## src/rtl/fpsq_pkg.sv

```systemverilog
// Overview of operation
// - The integer-word store is primary opcode 31 with extended opcode 983, fp source in bits 6-10, base in 11-15, index in 16-20.
// - The integer-word store writes the low 32 bits of the fp source register, unconverted, to the word at the effective address.
// - The integer-word store address is base plus index, or the index alone when the base field is zero.
// - A source last written by single-precision work may store an undefined word; the unit stores the low half regardless.
// - None of these stores touch the fp status and control register or condition field 0.
// - Quad stores decode as opcode 60 with low bits 00, opcode 61 with low bits 01, or opcode 31 with extended opcode 951.
// - Displacement quad forms sign-extend the 14-bit displacement to 30 bits and append two zero bits.
// - Displacement quad address is the offset alone when the base field is zero, else offset plus base.
// - A quad store writes the named register at the address and the next register, wrapping 31 to 0, eight bytes higher.
// - Update quad forms write the address back into the base register when the base field is nonzero.
// - The indexed-update quad address is base plus index, or the index alone when the base field is zero.
// - Base write-back happens only for a nonzero base field and an access that raised no fault.
package fpsq_pkg;
	localparam int unsigned FPSQ_XLEN = 32;
	localparam int unsigned FPSQ_FLEN = 64;
	typedef logic [FPSQ_XLEN-1:0] fpsq_addr_t;
	typedef logic [FPSQ_FLEN-1:0] fpsq_fdata_t;
	typedef logic [4:0] fpsq_ridx_t;
	// Field positions, little-endian numbering of the 32-bit word
	localparam int unsigned FPSQ_OPC_LSB = 26;
	localparam int unsigned FPSQ_FRS_LSB = 21;
	localparam int unsigned FPSQ_BASE_LSB = 16;
	localparam int unsigned FPSQ_INDEX_LSB = 11;
	localparam int unsigned FPSQ_XO_LSB = 1;
	localparam int unsigned FPSQ_DS_LSB = 2;
	localparam int unsigned FPSQ_DS_W = 14;
	// Encodings
	localparam logic [5:0] FPSQ_OPC_EXT = 6'h1F;
	localparam logic [5:0] FPSQ_OPC_QD = 6'h3C;
	localparam logic [5:0] FPSQ_OPC_QDU = 6'h3D;
	localparam logic [9:0] FPSQ_XO_IWX = 10'h3D7;
	localparam logic [9:0] FPSQ_XO_QUX = 10'h3B7;
	localparam logic [1:0] FPSQ_SUB_QD = 2'h0;
	localparam logic [1:0] FPSQ_SUB_QDU = 2'h1;
	// Address step to the second doubleword
	localparam fpsq_addr_t FPSQ_DW_STEP = 32'h0000_0008;
	// Reset values
	localparam fpsq_addr_t FPSQ_ADDR_RST = 32'h0000_0000;
	localparam fpsq_fdata_t FPSQ_DATA_RST = 64'h0000_0000_0000_0000;
	localparam logic [31:0] FPSQ_INSTR_RST = 32'h0000_0000;
	typedef enum logic [1:0] {
		FPSQ_OP_NONE,
		FPSQ_OP_IWX,
		FPSQ_OP_QUAD
	} fpsq_op_e;
	typedef enum {
		FPSQ_IDLE,
		FPSQ_CALC,
		FPSQ_ST0,
		FPSQ_ST1,
		FPSQ_FIN
	} fpsq_state_e;
endpackage : fpsq_pkg

```

## src/rtl/fpsq_dec_if.sv

```systemverilog
`timescale 1ns/10ps
interface fpsq_dec_if;
	import fpsq_pkg::*;
	logic [31:0] instr;
	fpsq_op_e op;
	logic upd;
	logic disp;
	fpsq_ridx_t fp_source_reg_field;
	fpsq_ridx_t base;
	fpsq_ridx_t index;
	fpsq_addr_t offset;
	modport dec (input instr, output op, upd, disp, fp_source_reg_field, base, index, offset);
	modport core (output instr, input op, upd, disp, fp_source_reg_field, base, index, offset);
endinterface : fpsq_dec_if

```

## src/rtl/fpsq_decode.sv

```systemverilog
`timescale 1ns/10ps
module fpsq_decode (
	// Decoded instruction
	fpsq_dec_if.dec d
);
	import fpsq_pkg::*;
	logic [5:0] opc;
	logic [9:0] xo;
	logic [1:0] sub;
	logic [FPSQ_DS_W-1:0] ds;
	assign opc = d.instr[FPSQ_OPC_LSB +: 6];
	assign xo = d.instr[FPSQ_XO_LSB +: 10];
	assign sub = d.instr[1:0];
	assign ds = d.instr[FPSQ_DS_LSB +: FPSQ_DS_W];
	assign d.fp_source_reg_field = d.instr[FPSQ_FRS_LSB +: 5];
	assign d.base = d.instr[FPSQ_BASE_LSB +: 5];
	assign d.index = d.instr[FPSQ_INDEX_LSB +: 5];
	// Sign-extend to 30 bits, then two zero bits
	assign d.offset = {{(FPSQ_XLEN-FPSQ_DS_W-2){ds[FPSQ_DS_W-1]}}, ds,
		2'b00};
	always_comb begin
		d.op = FPSQ_OP_NONE;
		d.upd = 1'b0;
		d.disp = 1'b0;
		if (opc == FPSQ_OPC_EXT && xo == FPSQ_XO_IWX) begin
			d.op = FPSQ_OP_IWX;
		end else if (opc == FPSQ_OPC_EXT && xo == FPSQ_XO_QUX) begin
			d.op = FPSQ_OP_QUAD;
			d.upd = 1'b1;
		end else if (opc == FPSQ_OPC_QD && sub == FPSQ_SUB_QD) begin
			d.op = FPSQ_OP_QUAD;
			d.disp = 1'b1;
		end else if (opc == FPSQ_OPC_QDU && sub == FPSQ_SUB_QDU) begin
			d.op = FPSQ_OP_QUAD;
			d.disp = 1'b1;
			d.upd = 1'b1;
		end
	end
endmodule : fpsq_decode

```

## src/rtl/fpsq_unit.sv

```systemverilog
`timescale 1ns/10ps
module fpsq_unit (
	// Clock and reset
	input wire logic CLK_SYS,
	input wire logic RST_N,
	// Instruction issue
	input wire logic ISSUE_VALID,
	output logic ISSUE_READY,
	input wire logic [31:0] ISSUE_INSTR,
	// General register read ports
	output fpsq_pkg::fpsq_ridx_t GPR_BASE_IDX,
	input wire fpsq_pkg::fpsq_addr_t GPR_BASE_DATA,
	output fpsq_pkg::fpsq_ridx_t GPR_INDEX_IDX,
	input wire fpsq_pkg::fpsq_addr_t GPR_INDEX_DATA,
	// Floating-point register read ports
	output fpsq_pkg::fpsq_ridx_t FPR_RD0_IDX,
	input wire fpsq_pkg::fpsq_fdata_t FPR_RD0_DATA,
	output fpsq_pkg::fpsq_ridx_t FPR_RD1_IDX,
	input wire fpsq_pkg::fpsq_fdata_t FPR_RD1_DATA,
	// Store port
	output logic STORE_VALID,
	input wire logic STORE_READY,
	input wire logic STORE_FAULT,
	output fpsq_pkg::fpsq_addr_t STORE_ADDR,
	output fpsq_pkg::fpsq_fdata_t STORE_DATA,
	output logic STORE_WORD,
	// Base register write-back
	output logic GPR_WE,
	output fpsq_pkg::fpsq_ridx_t GPR_WR_IDX,
	output fpsq_pkg::fpsq_addr_t GPR_WR_DATA,
	// Completion
	output logic DONE,
	output logic DONE_FAULT,
	output logic DONE_ILLEGAL
);
	import fpsq_pkg::*;

	fpsq_dec_if dif ();
	fpsq_state_e state_q, state_d;
	logic [31:0] instr_q;
	fpsq_addr_t ea_q;
	fpsq_addr_t addr_q;
	fpsq_fdata_t data_q;
	fpsq_fdata_t data2_q;
	logic word_q;
	logic fault_q;
	fpsq_addr_t base_val;
	fpsq_addr_t ea_d;
	logic accept;
	// Store beat qualifiers
	logic beat_take;
	logic beat_ok;
	logic quad;
	logic first_ok;
	logic fin;

	// Decoder works on the held instruction
	assign dif.instr = instr_q;
	fpsq_decode u_dec (
		.d(dif)
	);

	// Issue is open only while idle
	assign ISSUE_READY = (state_q == FPSQ_IDLE);
	assign accept = ISSUE_VALID && ISSUE_READY;
	assign GPR_BASE_IDX = dif.base;
	assign GPR_INDEX_IDX = dif.index;
	assign FPR_RD0_IDX = dif.fp_source_reg_field;
	// Five-bit index wraps 31 to 0
	assign FPR_RD1_IDX = fpsq_ridx_t'(dif.fp_source_reg_field + 5'h01);

	// Base field zero means literal zero, not register 0
	assign base_val = (dif.base == 5'h00) ? FPSQ_ADDR_RST
		: GPR_BASE_DATA;
	assign ea_d = base_val + (dif.disp ? dif.offset
		: GPR_INDEX_DATA);

	// One instruction at a time; issue reopens the cycle after completion
	always_comb begin
		state_d = state_q;
		unique case (state_q)
			FPSQ_IDLE: begin
				if (accept) begin
					state_d = FPSQ_CALC;
				end
			end
			FPSQ_CALC: begin
				if (dif.op == FPSQ_OP_NONE) begin
					state_d = FPSQ_FIN;
				end else begin
					state_d = FPSQ_ST0;
				end
			end
			FPSQ_ST0: begin
				if (STORE_READY) begin
					// A faulting first write cancels the second
					if (STORE_FAULT || dif.op != FPSQ_OP_QUAD) begin
						state_d = FPSQ_FIN;
					end else begin
						state_d = FPSQ_ST1;
					end
				end
			end
			FPSQ_ST1: begin
				if (STORE_READY) begin
					state_d = FPSQ_FIN;
				end
			end
			FPSQ_FIN: begin
				state_d = FPSQ_IDLE;
			end
		endcase
	end

	always_ff @(posedge CLK_SYS) begin
		if (!RST_N) begin
			state_q <= FPSQ_IDLE;
		end else begin
			state_q <= state_d;
		end
	end

	// Held to the end so that decode stays valid for write-back
	always_ff @(posedge CLK_SYS) begin
		if (!RST_N) begin
			instr_q <= FPSQ_INSTR_RST;
		end else if (accept) begin
			instr_q <= ISSUE_INSTR;
		end
	end

	// A quad moves to its second beat only after a clean first beat
	assign beat_take = STORE_VALID && STORE_READY;
	assign beat_ok = beat_take && !STORE_FAULT;
	assign quad = (dif.op == FPSQ_OP_QUAD);
	assign first_ok = (state_q == FPSQ_ST0) && beat_ok && quad;
	assign fin = (state_q == FPSQ_FIN);

	// Effective address, kept for the second beat and the write-back
	always_ff @(posedge CLK_SYS) begin
		if (!RST_N) begin
			ea_q <= FPSQ_ADDR_RST;
		end else if (state_q == FPSQ_CALC) begin
			ea_q <= ea_d;
		end
	end

	// Address of the beat on offer
	always_ff @(posedge CLK_SYS) begin
		if (!RST_N) begin
			addr_q <= FPSQ_ADDR_RST;
		end else if (state_q == FPSQ_CALC) begin
			addr_q <= ea_d;
		end else if (first_ok) begin
			addr_q <= fpsq_addr_t'(ea_q + FPSQ_DW_STEP);
		end
	end

	// Second doubleword, held until the first beat is taken
	always_ff @(posedge CLK_SYS) begin
		if (!RST_N) begin
			data2_q <= FPSQ_DATA_RST;
		end else if (state_q == FPSQ_CALC) begin
			data2_q <= FPR_RD1_DATA;
		end
	end

	// Data of the beat on offer
	always_ff @(posedge CLK_SYS) begin
		if (!RST_N) begin
			data_q <= FPSQ_DATA_RST;
		end else if (state_q == FPSQ_CALC) begin
			if (dif.op == FPSQ_OP_IWX) begin
				// Low word, no conversion, even if single-rounded
				data_q <= {32'h0000_0000, FPR_RD0_DATA[31:0]};
			end else begin
				data_q <= FPR_RD0_DATA;
			end
		end else if (first_ok) begin
			data_q <= data2_q;
		end
	end

	// Word-size flag for the integer-word store
	always_ff @(posedge CLK_SYS) begin
		if (!RST_N) begin
			word_q <= 1'b0;
		end else if (state_q == FPSQ_CALC) begin
			word_q <= (dif.op == FPSQ_OP_IWX);
		end
	end

	// Sticky over both beats, so a fault on either cancels the update
	always_ff @(posedge CLK_SYS) begin
		if (!RST_N) begin
			fault_q <= 1'b0;
		end else if (state_q == FPSQ_CALC) begin
			fault_q <= 1'b0;
		end else if (beat_take && STORE_FAULT) begin
			fault_q <= 1'b1;
		end
	end

	// Store port straight from registers
	assign STORE_VALID = (state_q == FPSQ_ST0) || (state_q == FPSQ_ST1);
	assign STORE_ADDR = addr_q;
	assign STORE_DATA = data_q;
	assign STORE_WORD = word_q;

	// Only the base register is ever written; no status or CR0 path exists
	assign GPR_WE = fin && quad
		&& dif.upd && dif.base != 5'h00
		&& !fault_q;
	assign GPR_WR_IDX = dif.base;
	assign GPR_WR_DATA = ea_q;

	// Completion strobes, one cycle each
	assign DONE = fin;
	assign DONE_FAULT = fin && fault_q;
	assign DONE_ILLEGAL = fin && dif.op == FPSQ_OP_NONE;
endmodule : fpsq_unit

```

## config.mk

```make
export PLATFORM = sky130hd
export DESIGN_NAME = fpsq_unit
export DESIGN_NICKNAME = d
export VERILOG_FILES = /design/src/rtl/fpsq_pkg.sv /design/src/rtl/fpsq_dec_if.sv /design/src/rtl/fpsq_decode.sv /design/src/rtl/fpsq_unit.sv
export SDC_FILE = /design/constraint.sdc
export NUM_CORES = 1
export LEC_CHECK = 0
export ABC_AREA = 1
export BUFFER_PORTS_ARGS = -buffer_cell sky130_fd_sc_hd__buf_4
export CORE_UTILIZATION = 56
export DETAILED_ROUTE_END_ITERATION = 10
export PLACE_DENSITY_LB_ADDON = 0.15
export SYNTH_ARGS = -nofsm -noshare
export SYNTH_HDL_FRONTEND = slang
export SYNTH_HIERARCHICAL = 1
export SYNTH_SLANG_ARGS = --single-unit
```

## constraint.sdc

```tcl
create_clock -name CLK_SYS -period 5.85 [get_ports CLK_SYS]
set_input_delay 0.2925 -clock CLK_SYS [delete_from_list [all_inputs] [get_ports CLK_SYS]]
set_output_delay 0.2925 -clock CLK_SYS [all_outputs]
set_load 0.03 [all_outputs]
```

Yosys cells after proc, flatten, opt, wreduce, memory -nomap -nowiden:

Cells that the tools add are included.
W data, S select, Z words.

* logic and storage cells: 85
* bits in writable memories: 0
* bits in latches: 0
* bits of input ports: 229
* memories kept: 0
* output and inout bits: 160
* bits in registers: 258
* bits in read-only memories: 0

* bitwise logic cells: 1
* multiplexer cells: 24
* shift-type cells: 0
* add/sub/neg operators: 3
* equality and inequality tests: 20
* multiply operators: 0
* reductions and logical operators: 29
* divide/modulo/power cells: 0
* $lt $le $gt $ge: 0

Operators with widths (number)
* $mux W32: 7
* $mux W64: 3
* $pmux W32 S5: 1
* $eq A32 B2 Y1 const B: 3
* $eq A32 B3 Y1 const B: 3
* $logic_not A32 Y1: 2
* $add A32 B32 Y32: 1
* $add A32 B4 Y32 const B: 1
* $eq A32 B1 Y1 const B: 1
* $eq A32 B4 Y1 const B: 1
* $eq A10 B10 Y1 const B: 2
* $logic_and A1 B1 Y1: 16
* $eq A6 B6 Y1 const B: 2
* $mux W2: 4
* $ne A2 B2 Y1 const B: 4
* $mux W1: 7
* $eq A6 B5 Y1 const B: 1
* $mux W3: 2
* $add A5 B1 Y5 const B: 1
* $logic_not A5 Y1: 1
* $reduce_bool A5 Y1: 1
* $eq A2 B1 Y1 const B: 2
* $logic_not A2 Y1: 2
* $reduce_and A3 Y1: 1
* 6 further kinds: 8

Logic depth before layout (Yosys ltp):

* word-level depth: 11
* gate-level depth with buffers: 22
* mapped depth without buffers: 20

Modules after synthesis:

The synthesis kept the hierarchy.

Modules (own cells, without submodules)
* fpsq_unit: area each 11913.9 µm², times used 1, cells an instance 1742, seq. area each 4584.4 µm²
* fpsq_decode: area each 504.2 µm², times used 1, cells an instance 85, seq. area each 0.0 µm²

Worst setup path after synthesis:

Ideal clock, no wire load.

* kind: register to register
* from: register instr_q[27] (netlist: dif.instr[27])
* to: register ea_q[24] (netlist: GPR_WR_DATA[24])
* cell stages (with the launch flop): 22
* arrival: 3.006 ns
* setup slack: 2.770 ns
* buffers on the path: 2
* library setup time: 0.074 ns
* clock period less this slack: 3.080 ns
* data required time: 5.776 ns
* path through: dfxtp_1 > inv_1 > nand2_1 > nor2_1 > o211ai_1 > inv_1 > clkbuf_1 > clkbuf_1 > mux2_2 > ha_1 > fa_1 > nand3_1 > nand3_1 > nand2_1 > nand2_1 > nand3_1 > nand2_1 > nand2_1 > nand2_1 > nand2_1 > nand3_1 > o21ai_0

* longest elaborated chain between the ends: 8

Ends and longest elaborated chain
* start: declaration: RTL line fpsq_unit.sv:40 `logic [31:0] instr_q;`
* start signal: assignment: RTL line fpsq_unit.sv:126 `instr_q <= FPSQ_INSTR_RST;`
* start signal: assignment: RTL line fpsq_unit.sv:128 `instr_q <= ISSUE_INSTR;`
* $eq A6 B6 Y1: RTL line fpsq_decode.sv:33 `end else if (opc == FPSQ_OPC_QDU && sub == FPSQ_SUB_QDU) begin`
* $logic_and A1 B1 Y1: RTL line fpsq_decode.sv:33
* $mux W1: RTL line fpsq_decode.sv:33
* $mux W1: RTL line fpsq_decode.sv:30 `end else if (opc == FPSQ_OPC_QD && sub == FPSQ_SUB_QD) begin`
* $mux W1: RTL line fpsq_decode.sv:27 `end else if (opc == FPSQ_OPC_EXT && xo == FPSQ_XO_QUX) begin`
* $mux W1 (*): RTL line fpsq_decode.sv:25 `if (opc == FPSQ_OPC_EXT && xo == FPSQ_XO_IWX) begin`
* via dif.disp: RTL line fpsq_dec_if.sv:7 `logic disp;`
* $mux W32 (*): RTL line fpsq_unit.sv:75 `assign ea_d = base_val + (dif.disp ? dif.offset`
* $add A32 B32 Y32 (*): RTL line fpsq_unit.sv:75
* end signal: assignment: RTL line fpsq_unit.sv:142 `ea_q <= FPSQ_ADDR_RST;`
* end signal: assignment: RTL line fpsq_unit.sv:144 `ea_q <= ea_d;`
* end: declaration: RTL line fpsq_unit.sv:41 `fpsq_addr_t ea_q;`

The timed path passes the listed nets; every way through them passes the cells marked *.
A chain may end at the register's enable or synchronous reset.

Final worst setup path:

* from: register instr_q[27] (netlist: dif.instr[27])
* to: register addr_q[28] (netlist: STORE_ADDR[28])

* longest elaborated chain between the ends: 9

Ends and longest elaborated chain
* $eq A6 B6 Y1: RTL line fpsq_decode.sv:33
* $logic_and A1 B1 Y1: RTL line fpsq_decode.sv:33
* $mux W1: RTL line fpsq_decode.sv:33
* $mux W1: RTL line fpsq_decode.sv:30
* $mux W1: RTL line fpsq_decode.sv:27
* $mux W1 (*): RTL line fpsq_decode.sv:25
* via dif.disp: RTL line fpsq_dec_if.sv:7
* $mux W32 (*): RTL line fpsq_unit.sv:75
* $add A32 B32 Y32 (*): RTL line fpsq_unit.sv:75
* $mux W32 (*): RTL line fpsq_unit.sv:152 `end else if (state_q == FPSQ_CALC) begin`
* end signal: assignment: RTL line fpsq_unit.sv:155 `addr_q <= fpsq_addr_t'(ea_q + FPSQ_DW_STEP);`
* end: declaration: RTL line fpsq_unit.sv:42 `fpsq_addr_t addr_q;`

Marked as above.

==> results.yml <==
status:
  status: "finished clean"
critical_path:
  path_buf_inv: 3
  cp.arrival_ps: 4360
  cp-start-kind: "register"
  cp_max_fo: 32
  cp.required_ps: 6280
  reg2reg_slack_ps: 1920
  path_cells: "inv_1 > nand2_1 > nor2_1 > o211ai_1 > inv_1 > mux2_2 > ha_1 > fa_1 > nand3_1 > nand3_1 > nand3_1 > nand3_1 > nand2_1 > nand3_1 > nand3_1 > nand3_1 > nand2_1 > inv_1"
  crit_path_max_incr_delay_ps: 950
  endpoint_kind: "register"
  critPathTopFamily: "simple AND/OR/NAND/NOR gates"
  cpMostUsedCell: "nand3_1"
  cp_slowest_cell: "inv_1"
  path_class: "register to register"
placement:
  io_buffers: 388
  place.gp.congestion: 0.955
  place_hpwl_mm: 28.5
floorplanning:
  die_x_um: 151
  core-area_um2: 21800
  dieArea_um2: 22800
  die_y_um: 151
  start_util_pct: 57.1
  rows: 54
  ios: 389
detailed_routing:
  wire_per_inst_um: 16.6
  final_antenna_net_count: 0
  vias_per_cell: 5.52
  drc: 0
  via_count: 13300
  firstDrtPassIters: 5
  wl_mm: 40.0
  drtIter0Drc: 937
hold_path:
  hp-class: "input port to register"
global_routing:
  met3_usage_pct: 5.93
  grt_pass1_vias: 12300
  gr-usage-met2_pct: 56.1
  grt_max_degree: 177
  busiest_layer: "met2"
  grt-ovfl-total: 0
  grt_pass1_wl_mm: 61.3
  use_met1_pct: 42.2
  antenna_found_initial: 0
  grtUsageTotal_pct: 33.6
clocking:
  cts_tree: "done"
  cts-root-buf: "clkbuf_16"
  cts_buffers: 25
  clkLatencyLatePin_ps: 540
  clock_sinks: 229
  htreeDepth: 1
  ctsLongestPathBuffers: 3
  cts_setup_buffers: 0
  path_clk_slew_ps: 60
synth:
  synth_top_area_share_pct: 36.9
  netlist_instances: 1827
  synth.area.top_cells: "dfxtp_1 (37%), nand2_1 (17%), a21oi_1 (6.7%)"
  syn_area_per_cell_um2: 6.80
  synth_cell_types: 36
  ys_ff_latch: 229
  synth-seq-area-share_pct: 36.9
  ys_warn_count: 6
  synth_top_area_cell: "dfxtp_1"
  netlist_area_um2: 12400
timing:
  hold_violations: 0
  fin_crit_ps: 3930
  slew_headroom_pct: 13.0
  fin_setup_tns_ps: 0
  skew_ps: 30.1
  fin_crit_sh_pct: 67.2
  max_clock_freq_mhz: 254
  slew_violations: 0
  rsz0062_at_grt: "no"
  setup-violations-final: 0
  worst_pin_slew_ps: 1300
finish:
  fillers: 1846
  area_delta_synth_final_pct: 27.6
  drive_gt1_share_pct: 22.8
  layout.nets: 2372
  seqCellArea_um2: 4580
  fin_util_pct: 72.8
  final_common_cell: "nand2_1"
  multi_input_area_um2: 6330
  n_antenna_cell: 0
  final_cell_mix: "nand2_1 (548), buf_4 (392), dfxtp_1 (229)"
power_and_ir_drop:
  ir_worst_vdd_mv: 0.322
  power_density_nw_per_um2: 341
  leakagePower_nw: 7.65
flow_run:
  cap_violations: 0
-- worst reg2reg max path, stage by stage, from the launching register on --
cell and delay [ps]:
dfxtp_1 330, inv_1 50, nand2_1 50, nor2_1 140, o211ai_1 120, inv_1 950, mux2_2 440, ha_1 210
fa_1 430, nand3_1 110, nand3_1 140, nand3_1 100, nand3_1 170, nand2_1 150, nand3_1 90, nand3_1 110
nand3_1 80, nand2_1 110, inv_1 40
-- routing by layer --
layer	vias up	part of all wire, %
li1	6500	-
met1	6088	40
met2	576	47
met3	109	8.2
met4	0	4.6
met5	-	0
-- Yosys cell counts --
cell and instances:
a21oi_1 167, a221oi_1 1, a31oi_1 72, buf_2 33, buf_4 53, buf_6 7
clkbuf_1 50, conb_1 1, dfxtp_1 229, fa_1 1, ha_1 33, inv_1 181
inv_2 5, mux2_2 31, mux2i_1 4, nand2_1 548, nand2_2 1, nand3_1 93
nand3_2 1, nand3b_1 10, nand4_1 6, nor2_1 84, nor2_2 2, nor2_4 2
nor3_1 18, nor3_2 2, nor4b_1 1, o211ai_1 2, o21a_1 1, o21ai_0 79
o21ai_1 68, o21bai_1 4, o22ai_1 15, or2_2 4, xnor2_1 3, xor2_1 15
-- state kept, by name (all words and copies together) (netlist names) --
register and flops:
GPR_WR_DATA 32, STORE_ADDR 32, STORE_DATA 64, STORE_WORD 1, data2_q 64, dif.instr 32, fault_q 1, state_q 3
-- cells by family after synthesis --
logic type	Yosys count	synth area share [%]
adder cells (fa/ha/maj)	34	3.49
XOR/XNOR	18	1.27
other	1	0.0302
AND/OR/NAND/NOR	772	25.3
AO/OA/AOI/OAI	409	17.5
buffers and inverters	329	12.3
flip-flops	229	36.9
multiplexers	35	3.13
-- cell type report --
class	instances	area share, %
clock buffer	33	4.58
multi-input combinational	1270	40.0
clock inverter	11	0.979
timing repair buffer	397	18.9
inverter	186	4.43
sequential	229	28.9
tap	280	2.21
-- path summary, 6_finish.rpt --
kind                                  startpoint             end  depth (start not counted)
worst min-delay path            FPR_RD1_DATA[36]     data2_q[36]                          3
worst max-delay path               dif.instr[27]  STORE_ADDR[28]                         18
worst min register to register      dif.instr[1]    dif.instr[1]                          2
worst max register to register     dif.instr[27]  STORE_ADDR[28]                         18
-- through the flow --
step | cells | setup slack, ps | area (um2) | total power [W] | hold slack [ps]
after global routing | 2406 | 1580 | 15800 | 0.00564 | 17.3
after global placement | 2357 | 2150 | 14900 | 0.00369 | 453
after floorplan | 1828 | 2770 | 12400 | 0.00312 | 441
after detailed placement | 2357 | 2000 | 14900 | 0.00372 | 457
final | 2406 | 1920 | 15800 | 0.00540 | 11.3
after CTS | 2406 | 1940 | 15800 | 0.00539 | 1.18
-- power by group --
group | internal [W] | switching, W
clock network | 0.00101 | 0.000669
logic | 0.000625 | 0.00117
registers | 0.00177 | 0.000158
-- what timing repair did --
item / in CTS / in global routing
hold buffers: 5 / 0
gates resized for setup: 0 / 0
endpoints found under the hold margin: 5 / 0
No activity file was read; power rests on OpenSTA's default activity.
